**src/common/ifd_pkg.sv**
```systemverilog
// constants and types shared by the instruction field decoder
// What this block does
// - take each instruction as one 14-bit word
// - sort words into byte, bit, literal groups
// - d=0 writes accumulator, d=1 writes file
// - file address spans 0x00 to 0x7f
// - bit select touches one bit only
// - literal is eight or eleven bits wide
// - every cycle lasts four oscillator periods
// - true skip or branch adds a nop cycle
// - named file is read before it is stored
// - don't-care bits ignored, either value accepted
// - port read-modify-write uses pin levels
package ifd_pkg;
  // ==========================================
  // widths
  localparam int INSTR_W           = 14;
  localparam int FA_W              = 7;
  localparam int BS_W              = 3;
  localparam int LIT_W             = 11;
  localparam int DATA_W            = 8;
  localparam int PERIODS_PER_CYCLE = 4;
  // ==========================================
  // field positions
  localparam int POS_GRP_HI  = 13;
  localparam int POS_GRP_LO  = 12;
  localparam int POS_OP_HI   = 11;
  localparam int POS_OP_LO   = 8;
  localparam int POS_DEST    = 7;
  localparam int POS_BS_HI   = 9;
  localparam int POS_BS_LO   = 7;
  localparam int POS_FA_HI   = 6;
  localparam int POS_BITTEST = 11;
  localparam int POS_BITSET  = 10;
  // ==========================================
  // group and opcode codes
  localparam logic [1:0] GRP_BYTE = 2'h0;
  localparam logic [1:0] GRP_BIT  = 2'h1;
  localparam logic [1:0] GRP_JUMP = 2'h2;
  localparam logic [1:0] GRP_LIT  = 2'h3;
  localparam logic [3:0] OP_CTRL  = 4'h0;
  localparam logic [3:0] OP_CLR   = 4'h1;
  localparam logic [3:0] OP_DECSZ = 4'hb;
  localparam logic [3:0] OP_INCSZ = 4'hf;
  localparam logic [1:0] LOP_RET  = 2'h1;
  localparam logic [7:0] CTL_RET  = 8'h08;
  localparam logic [7:0] CTL_RETI = 8'h09;
  localparam logic [7:0] CTL_SLP  = 8'h63;
  localparam logic [7:0] CTL_WDT  = 8'h64;
  // ==========================================
  // reset values
  localparam logic [INSTR_W-1:0] INSTR_RST = 14'h0000;
  localparam logic [DATA_W-1:0]  DATA_RST  = 8'h00;
  typedef enum logic [1:0] {CLS_BYTE, CLS_BIT, CLS_LIT} ifd_class_t;
endpackage

```
**src/logic/ifd_phase_gen.sv**
```systemverilog
// oscillator period counter giving one-hot phase enables per instruction cycle
`timescale 1ns/1ps
module ifd_phase_gen
  import ifd_pkg::*;
#(
  parameter int PERIODS = PERIODS_PER_CYCLE
) (
  input  wire logic               clock,
  input  wire logic               nrst,
  output logic      [PERIODS-1:0] phase_en
);
  initial begin
    if (PERIODS < 4) $error("ifd_phase_gen needs at least four phases");
  end

  logic [PERIODS-1:0] phase_reg;
  logic [PERIODS-1:0] phase_next;

  // ==========================================
  // rotating one-hot phase
  always_comb begin
    phase_next = {phase_reg[PERIODS-2:0], phase_reg[PERIODS-1]};
  end

  always_ff @(posedge clock) begin
    if (!nrst) begin
      phase_reg <= {{(PERIODS-1){1'b0}}, 1'b1};
    end else begin
      phase_reg <= phase_next;
    end
  end

  assign phase_en = phase_reg;
endmodule

```
**src/logic/ifd_decoder.sv**
```systemverilog
// instruction field decoder and cycle sequencer with read-modify-write strobes
`timescale 1ns/1ps
module ifd_decoder
  import ifd_pkg::*;
(
  input  wire logic                 clock,
  input  wire logic                 nrst,
  input  wire logic [INSTR_W-1:0]   instr_word,
  input  wire logic                 cond_true,
  input  wire logic                 addr_is_port,
  input  wire logic [DATA_W-1:0]    file_rd_data,
  input  wire logic [DATA_W-1:0]    port_pins,
  output logic                      fetch_req,
  output logic      [INSTR_W-1:0]   instr_reg,
  output ifd_class_t                class_reg,
  output logic      [3:0]           op_reg,
  output logic      [FA_W-1:0]      file_addr_reg,
  output logic                      dest_reg,
  output logic      [BS_W-1:0]      bit_sel_reg,
  output logic      [LIT_W-1:0]     literal_reg,
  output logic                      nop_cycle_reg,
  output logic                      file_rd,
  output logic                      file_wr,
  output logic                      w_wr,
  output logic                      sleep_req,
  output logic                      wdt_clear,
  output logic      [DATA_W-1:0]    rmw_data_reg
);
  logic [PERIODS_PER_CYCLE-1:0] phase_en;

  ifd_phase_gen #(
    .PERIODS (PERIODS_PER_CYCLE)
  ) u_phase (
    .clock    (clock),
    .nrst     (nrst),
    .phase_en (phase_en)
  );

  logic q2;
  logic q4;
  assign q2 = phase_en[1];
  assign q4 = phase_en[PERIODS_PER_CYCLE-1];

  // ==========================================
  // decode helpers
  function automatic logic f_names_file(input logic [INSTR_W-1:0] w);
    logic [3:0] op;
    op = w[POS_OP_HI:POS_OP_LO];
    if (w[POS_GRP_HI:POS_GRP_LO] == GRP_BIT) begin
      f_names_file = 1'b1;
    end else if (w[POS_GRP_HI:POS_GRP_LO] == GRP_BYTE) begin
      // control words and clear-accumulator share the byte group but name no file
      f_names_file = w[POS_DEST] || (op != OP_CTRL && op != OP_CLR);
    end else begin
      f_names_file = 1'b0;
    end
  endfunction

  function automatic logic f_is_skip(input logic [INSTR_W-1:0] w);
    logic [3:0] op;
    op = w[POS_OP_HI:POS_OP_LO];
    unique case (w[POS_GRP_HI:POS_GRP_LO])
      GRP_BYTE: f_is_skip = (op == OP_DECSZ) || (op == OP_INCSZ);
      GRP_BIT:  f_is_skip = w[POS_BITTEST];
      GRP_JUMP: f_is_skip = 1'b0;
      GRP_LIT:  f_is_skip = 1'b0;
    endcase
  endfunction

  function automatic logic f_is_branch(input logic [INSTR_W-1:0] w);
    unique case (w[POS_GRP_HI:POS_GRP_LO])
      GRP_BYTE: f_is_branch = (w[POS_OP_HI:POS_OP_LO] == OP_CTRL) &&
                              (w[7:0] == CTL_RET || w[7:0] == CTL_RETI);
      GRP_BIT:  f_is_branch = 1'b0;
      GRP_JUMP: f_is_branch = 1'b1;
      GRP_LIT:  f_is_branch = (w[POS_OP_HI:POS_OP_HI-1] == LOP_RET);
    endcase
  endfunction

  // ==========================================
  // instruction latch and sequencing state
  logic [INSTR_W-1:0] instr_next;
  ifd_class_t         class_next;
  logic [FA_W-1:0]    fa_next;
  logic [BS_W-1:0]    bs_next;
  logic [LIT_W-1:0]   lit_next;
  logic               nop_next;
  logic               names_reg;
  logic               names_next;
  logic               skip_reg;
  logic               skip_next;
  logic               branch_reg;
  logic               branch_next;

  always_comb begin
    instr_next  = instr_reg;
    class_next  = class_reg;
    fa_next     = file_addr_reg;
    bs_next     = bit_sel_reg;
    lit_next    = literal_reg;
    nop_next    = nop_cycle_reg;
    names_next  = names_reg;
    skip_next   = skip_reg;
    branch_next = branch_reg;
    if (q4) begin
      instr_next = instr_word;
      unique case (instr_word[POS_GRP_HI:POS_GRP_LO])
        GRP_BYTE: class_next = CLS_BYTE;
        GRP_BIT:  class_next = CLS_BIT;
        GRP_JUMP: class_next = CLS_LIT;
        GRP_LIT:  class_next = CLS_LIT;
      endcase
      fa_next = instr_word[POS_FA_HI:0];
      bs_next = instr_word[POS_BS_HI:POS_BS_LO];
      // short literals drop the don't-care bits above the low byte
      if (instr_word[POS_GRP_HI:POS_GRP_LO] == GRP_JUMP) begin
        lit_next = instr_word[LIT_W-1:0];
      end else begin
        lit_next = {3'h0, instr_word[DATA_W-1:0]};
      end
      // a flushed cycle never triggers a second flush
      nop_next    = !nop_cycle_reg && (branch_reg || (skip_reg && cond_true));
      names_next  = f_names_file(instr_word);
      skip_next   = f_is_skip(instr_word);
      branch_next = f_is_branch(instr_word);
    end
  end

  always_ff @(posedge clock) begin
    if (!nrst) begin
      instr_reg     <= INSTR_RST;
      class_reg     <= CLS_BYTE;
      file_addr_reg <= '0;
      bit_sel_reg   <= '0;
      literal_reg   <= '0;
      nop_cycle_reg <= 1'b1;
      names_reg     <= 1'b0;
      skip_reg      <= 1'b0;
      branch_reg    <= 1'b0;
    end else begin
      instr_reg     <= instr_next;
      class_reg     <= class_next;
      file_addr_reg <= fa_next;
      bit_sel_reg   <= bs_next;
      literal_reg   <= lit_next;
      nop_cycle_reg <= nop_next;
      names_reg     <= names_next;
      skip_reg      <= skip_next;
      branch_reg    <= branch_next;
    end
  end

  assign op_reg   = instr_reg[POS_OP_HI:POS_OP_LO];
  assign dest_reg = instr_reg[POS_DEST];

  // ==========================================
  // read-modify-write strobes
  logic live;
  logic grp_byte;
  logic grp_bit;
  assign live     = !nop_cycle_reg;
  assign grp_byte = instr_reg[POS_GRP_HI:POS_GRP_LO] == GRP_BYTE;
  assign grp_bit  = instr_reg[POS_GRP_HI:POS_GRP_LO] == GRP_BIT;

  assign fetch_req = q4;
  // read happens even for write-only words such as clear-file
  assign file_rd   = live && q2 && names_reg;
  assign file_wr   = live && q4 && names_reg &&
                     ((grp_byte && dest_reg) || (grp_bit && !instr_reg[POS_BITTEST]));
  assign w_wr      = live && q4 && (
                     (grp_byte && !dest_reg && op_reg != OP_CTRL) ||
                     (instr_reg[POS_GRP_HI:POS_GRP_LO] == GRP_LIT));
  assign sleep_req = live && q4 && grp_byte && op_reg == OP_CTRL && instr_reg[7:0] == CTL_SLP;
  assign wdt_clear = live && q4 && grp_byte && op_reg == OP_CTRL && instr_reg[7:0] == CTL_WDT;

  // ==========================================
  // pin sampling for port reads
  logic [DATA_W-1:0] pin_s1_reg;
  logic [DATA_W-1:0] pin_s2_reg;
  logic [DATA_W-1:0] pin_s3_reg;
  logic [DATA_W-1:0] pin_reg;
  logic [DATA_W-1:0] pin_next;
  logic [DATA_W-1:0] rmw_next;

  always_comb begin
    // a bit moves only once the second and third stages agree
    pin_next = ((pin_s2_reg ~^ pin_s3_reg) & pin_s3_reg) |
               ((pin_s2_reg ^ pin_s3_reg) & pin_reg);
    rmw_next = rmw_data_reg;
    if (file_rd) begin
      rmw_next = addr_is_port ? pin_reg : file_rd_data;
    end
  end

  always_ff @(posedge clock) begin
    if (!nrst) begin
      pin_s1_reg   <= DATA_RST;
      pin_s2_reg   <= DATA_RST;
      pin_s3_reg   <= DATA_RST;
      pin_reg      <= DATA_RST;
      rmw_data_reg <= DATA_RST;
    end else begin
      pin_s1_reg   <= port_pins;
      pin_s2_reg   <= pin_s1_reg;
      pin_s3_reg   <= pin_s2_reg;
      pin_reg      <= pin_next;
      rmw_data_reg <= rmw_next;
    end
  end
endmodule

```
**config.mk**
```make
export PLATFORM = sky130hd
export DESIGN_NAME = ifd_decoder
export DESIGN_NICKNAME = d
export VERILOG_FILES = /design/src/common/ifd_pkg.sv /design/src/logic/ifd_phase_gen.sv /design/src/logic/ifd_decoder.sv
export SDC_FILE = /design/constraint.sdc
export NUM_CORES = 1
export LEC_CHECK = 0
export BUFFER_PORTS_ARGS = -buffer_cell sky130_fd_sc_hd__buf_2
export CORE_MARGIN = 3
export CORE_UTILIZATION = 40
export DETAILED_ROUTE_END_ITERATION = 7
export PLACE_DENSITY = 0.69
export REMOVE_ABC_BUFFERS = 1
export SYNTH_ARGS = -nofsm -noshare
export SYNTH_HDL_FRONTEND = slang
export SYNTH_SLANG_ARGS = --single-unit
```
**constraint.sdc**
```tcl
create_clock -name clock -period 1.2 [get_ports clock]
set_input_delay 0.18 -clock clock [delete_from_list [all_inputs] [get_ports clock]]
set_output_delay 0.18 -clock clock [all_outputs]
set_load 0.005 [all_outputs]
```
* Word-level counts from Yosys, hierarchy flattened
Cells that the tools add are included.
Word-level totals: flip-flop bits (word level) 85, output and inout port bits 57, word-level logic and storage cells 74
Cells by class: equality and inequality tests 13, muxes and demuxes 7, bitwise gates (word level) 5, reduce and logical (&&, ||, !) cells 34
Operators with widths (number):
- $logic_and A1 B1 Y1 | 18
- $and A8 B8 Y8 | 2
- $eq A8 B4 Y1 const B | 2
- $eq A8 B7 Y1 const B | 2
- $mux W11 | 1
- $eq A4 B4 Y1 const B | 2
- $logic_not A4 Y1 | 2
- $mux W8 | 1
- $or A8 B8 Y8 | 1
- $reduce_bool A4 Y1 | 2
- $xnor A8 B8 Y8 | 1
- $xor A8 B8 Y8 | 1
- $eq A2 B1 Y1 const B | 3
- $eq A2 B2 Y1 const B | 3
- $logic_or A1 B1 Y1 | 6
- $pmux W2 S3 | 1
- $logic_not A2 Y1 | 2
- $ne A4 B1 Y1 const B | 1
- $pmux W1 S4 | 1
- $logic_not A1 Y1 | 3
- $pmux W1 S3 | 1
- $mux W1 | 2
- $reduce_or A2 Y1 | 1

* Logic depth before layout (Yosys ltp)
word-level depth 5, depth in mapped cells 5, depth with buffers taken out 3

* By module
Synthesis repeated with hierarchy kept, for this count alone.
Unflattened totals: cells, all modules 262, area total of the unflattened synthesis 2698.8 um2
By module, submodules not included:
- ifd_decoder | instances 1, cells an instance 254, area an instance 2593.7 um2
- ifd_phase_gen | instances 1, cells an instance 8, area an instance 105.1 um2

* Worst setup path after synthesis
No wires, ideal clock.
path type register to output, start point reg instr_reg[5], end point out wdt_clear, arrival 1.077 ns, setup slack -0.057 ns, stages on the path, launching flop included 4, path buffers 0, path through dfxtp_1 -> nor4bb_1 -> nand4b_1 -> nor4b_2
On the way: word-level cells in the longest chain between the ends 2
Ends and longest elaborated chain:
- start, declared | line ifd_decoder.sv:14 | output logic [INSTR_W-1:0] instr_reg,
- start signal, assigned | line ifd_decoder.sv:141 | instr_reg <= instr_next;
- $eq A8 B7 Y1 | line ifd_decoder.sv:174 | assign wdt_clear = live && q4 && grp_byte && op_reg == OP_CTRL && instr_reg[7:0] == CTL_WDT;
- $logic_and A1 B1 Y1 | line ifd_decoder.sv:174
- end, declared | line ifd_decoder.sv:26 | output logic wdt_clear,
No other way between the ends.

* Worst setup path in the final report
start point reg instr_reg[10], end point out wdt_clear
On the way: word-level cells in the longest chain between the ends 3
Ends and longest elaborated chain (line):
- $logic_not A4 Y1 | ifd_decoder.sv:174
- $logic_and A1 B1 Y1 (2 in a row) | ifd_decoder.sv:174
No other way between the ends.

==> results.cfg <==
[status]
run_status = finished, violations left
violations = setup timing

[drt]
top_layer_used = met4
avgViaCountPerCell = 4.779
drcViolationCount = 0
wl_met1_um = 2673
first_iter_violations = 42
final_antenna_net_count = 0
wirelength_um = 5784
drt-pass1-iter-count = 4
dr_total_vias = 2079
dr_wl_met2_um = 2500
wl_per_cell_um = 13.30
wl_met3_um = 478

[power_and_ir_drop]
p_leak_nw = 1.754
powerDensity_nw_per_um2 = 1269
finalPower_mw = 4.506
peakVddDrop_uv = 558.0

[timing]
fin_crit_sh = 1.420
relSlewSlack = 0.8019
max_freq_mhz = 586.9
tns_ns = -1.666
setup_violations = 5
rsz0062_at_grt = yes
tightest_slew_ns = 0.2944
whs_ns = 0.04524
setup_slack_ns = -0.5039
skew_ns = 0.007499
fin_crit_ns = 1.704
hold_viol = 0
slew_viol_final = 0

[placed_design]
gp_congestion = 0.7554
port-buffer-count = 90
dpl.cell_count = 416
hpwl_um = 4096
place_ws_ns = -0.2365
post_dp_cell_area_um2 = 3193

[yosys]
ys.flop_type = dfxtp_1
synth-edff-count = 0
syn_area_um2 = 2710
syn-instance-count = 264
async_reset_ff_frac = 0
syn_avg_cell_area_um2 = 10.27
synth_cell_types = 33
yosysWarnings = 0
synth_seq_area_share = 0.4949
ys_ff_latch = 67

[final_layout]
area_delta_synth_final_pct = 30.98
fillers = 581
drive_gt1_frac = 0.4162
largest_reg_flops = 14
post-route-util = 0.5496
stdcell_area_um2 = 3550
diodes = 0
stdcell_count = 435
nets = 395

[global_route]
grt_max_degree = 29
grt_pass1_vias = 1939
grt_usage = 0.1544
antenna_found_initial = 0
overflow = 0
grt_first_pass_wirelength_um = 9163

[clock_tree]
clock_latency_ns = 0.34
path_clk_slew_ns = 0.07
cts_sinks = 67
htreeDepth = 3
clock_path_buffers = 2
cts_tree = yes
cts_root_buffer = clkbuf_8
cts_made_buffers = 9

[worst_setup_path]
cp-start-kind = flop
critPathKind = reg -> out
worstPathRequired_ns = 1.02
end_kind = primary output
cp.arrival_ns = 1.52
cp_max_fo = 2

[floorplan]
io_pins = 91
die_width_um = 88.31
rows = 29
initial_utilization = 0.4196
dieArea_um2 = 7799
dieHeight_um = 88.31
core_area_um2 = 6459

[hold_path]
hold_class = in -> reg

[job]
maxCapViolCount = 0
==> layout make-up <==
type,count,area (um^2),area share
Clock buffer,10,137.6,0.03877
Clock inverter,6,65.06,0.01833
Inverter,5,18.77,0.005287
Multi-Input combinational cell,155,1174,0.3306
Sequential cell,67,1354,0.3814
Tap cell,77,96.34,0.02714
Timing Repair Buffer,115,704.4,0.1984
==> Yosys cell counts (2+ instances only) <==
| master | instances | area, um^2 |
|---|---|---|
| nor4b_1 | 3 | 26.28 |
| a21oi_1 | 12 | 60.06 |
| mux2i_1 | 20 | 200.2 |
| ha_1 | 8 | 100.1 |
| nand2b_1 | 11 | 68.82 |
| inv_1 | 5 | 18.77 |
| and2_1 | 29 | 181.4 |
| nor3_1 | 2 | 10.01 |
| clkbuf_1 | 6 | 22.52 |
| dfxtp_1 | 67 | 1341 |
| nor2b_1 | 20 | 125.1 |
| o211a_1 | 8 | 80.08 |
| nor4_1 | 2 | 12.51 |
| buf_2 | 6 | 30.03 |
| a21boi_0 | 7 | 52.55 |
| nand2_1 | 16 | 60.06 |
| buf_4 | 23 | 172.7 |
| nand3_1 | 4 | 20.02 |
==> logic make-up (layout without fill, tap and decap cells) <==
| logic type | count (synthesis) | count (layout) | synth area share |
|---|---|---|---|
| buf+inv | 42 | 136 | 0.09603 |
| simple gates | 96 | 96 | 0.2156 |
| compound gates | 31 | 31 | 0.08265 |
| flops | 67 | 67 | 0.4949 |
| mux | 20 | 20 | 0.07387 |
| fa+ha+maj | 8 | 8 | 0.03694 |
==> path summary, 6_finish.rpt <==
path	start	end	slack, ns	cells past startpoint
hold reg to reg	pin_s1_reg[3]	pin_s2_reg[3]	0.43	1
hold / removal	port_pins[2]	pin_s1_reg[2]	0.05	2
setup reg to reg	nop_cycle_reg	rmw_data_reg[2]	0.06	5
setup / recovery	instr_reg[10]	wdt_clear	-0.50	4
==> where the power goes <==
| group | total [mW] | leakage, nW | internal, mW | switching, mW |
|---|---|---|---|---|
| Combinational | 0.327 | 1.10 | 0.182 | 0.144 |
| Sequential | 2.31 | 0.549 | 2.28 | 0.0275 |
| Clock | 1.87 | 0.102 | 1.01 | 0.859 |
| Total | 4.51 | 1.75 | 3.48 | 1.03 |
==> layer usage <==
layer  vias to the layer above  global-route usage
met5                         -                   0
met4                         0             0.09066
met3                        13             0.03724
met2                        92              0.2447
met1                       934              0.1905
li1                       1040                   -
==> critical path, cell delays in order (launching register included) <==
cell      delay, ns
dfxtp_2        0.34
nor4_4         0.29
nand4b_1       0.18
nor4b_2        0.24
buf_2          0.15
==> layout by cell type, fill, tap and decap left out, drive strengths merged, types with 2 or more instances in the layout <==
cell / count
nand3: 4
clkinv: 4
nor4b: 4
a21boi: 7
nor4: 2
nand2: 16
mux2i: 20
and2: 29
nor3: 2
buf: 114
clkbuf: 10
nand2b: 11
o211a: 8
inv: 5
ha: 8
dfxtp: 67
nor2b: 20
a21oi: 12
==> what timing repair did <==
action | 4_1_cts | 5_1_grt
gates cloned | 1 | 0
pin swaps | 4 | 4
gates resized for setup | 30 | 4
hold buffers | 0 | 0
setup buffers | 1 | 4
endpoints found under the setup margin | 14 | 17
Note: power is estimated with default switching activity, not from simulation.
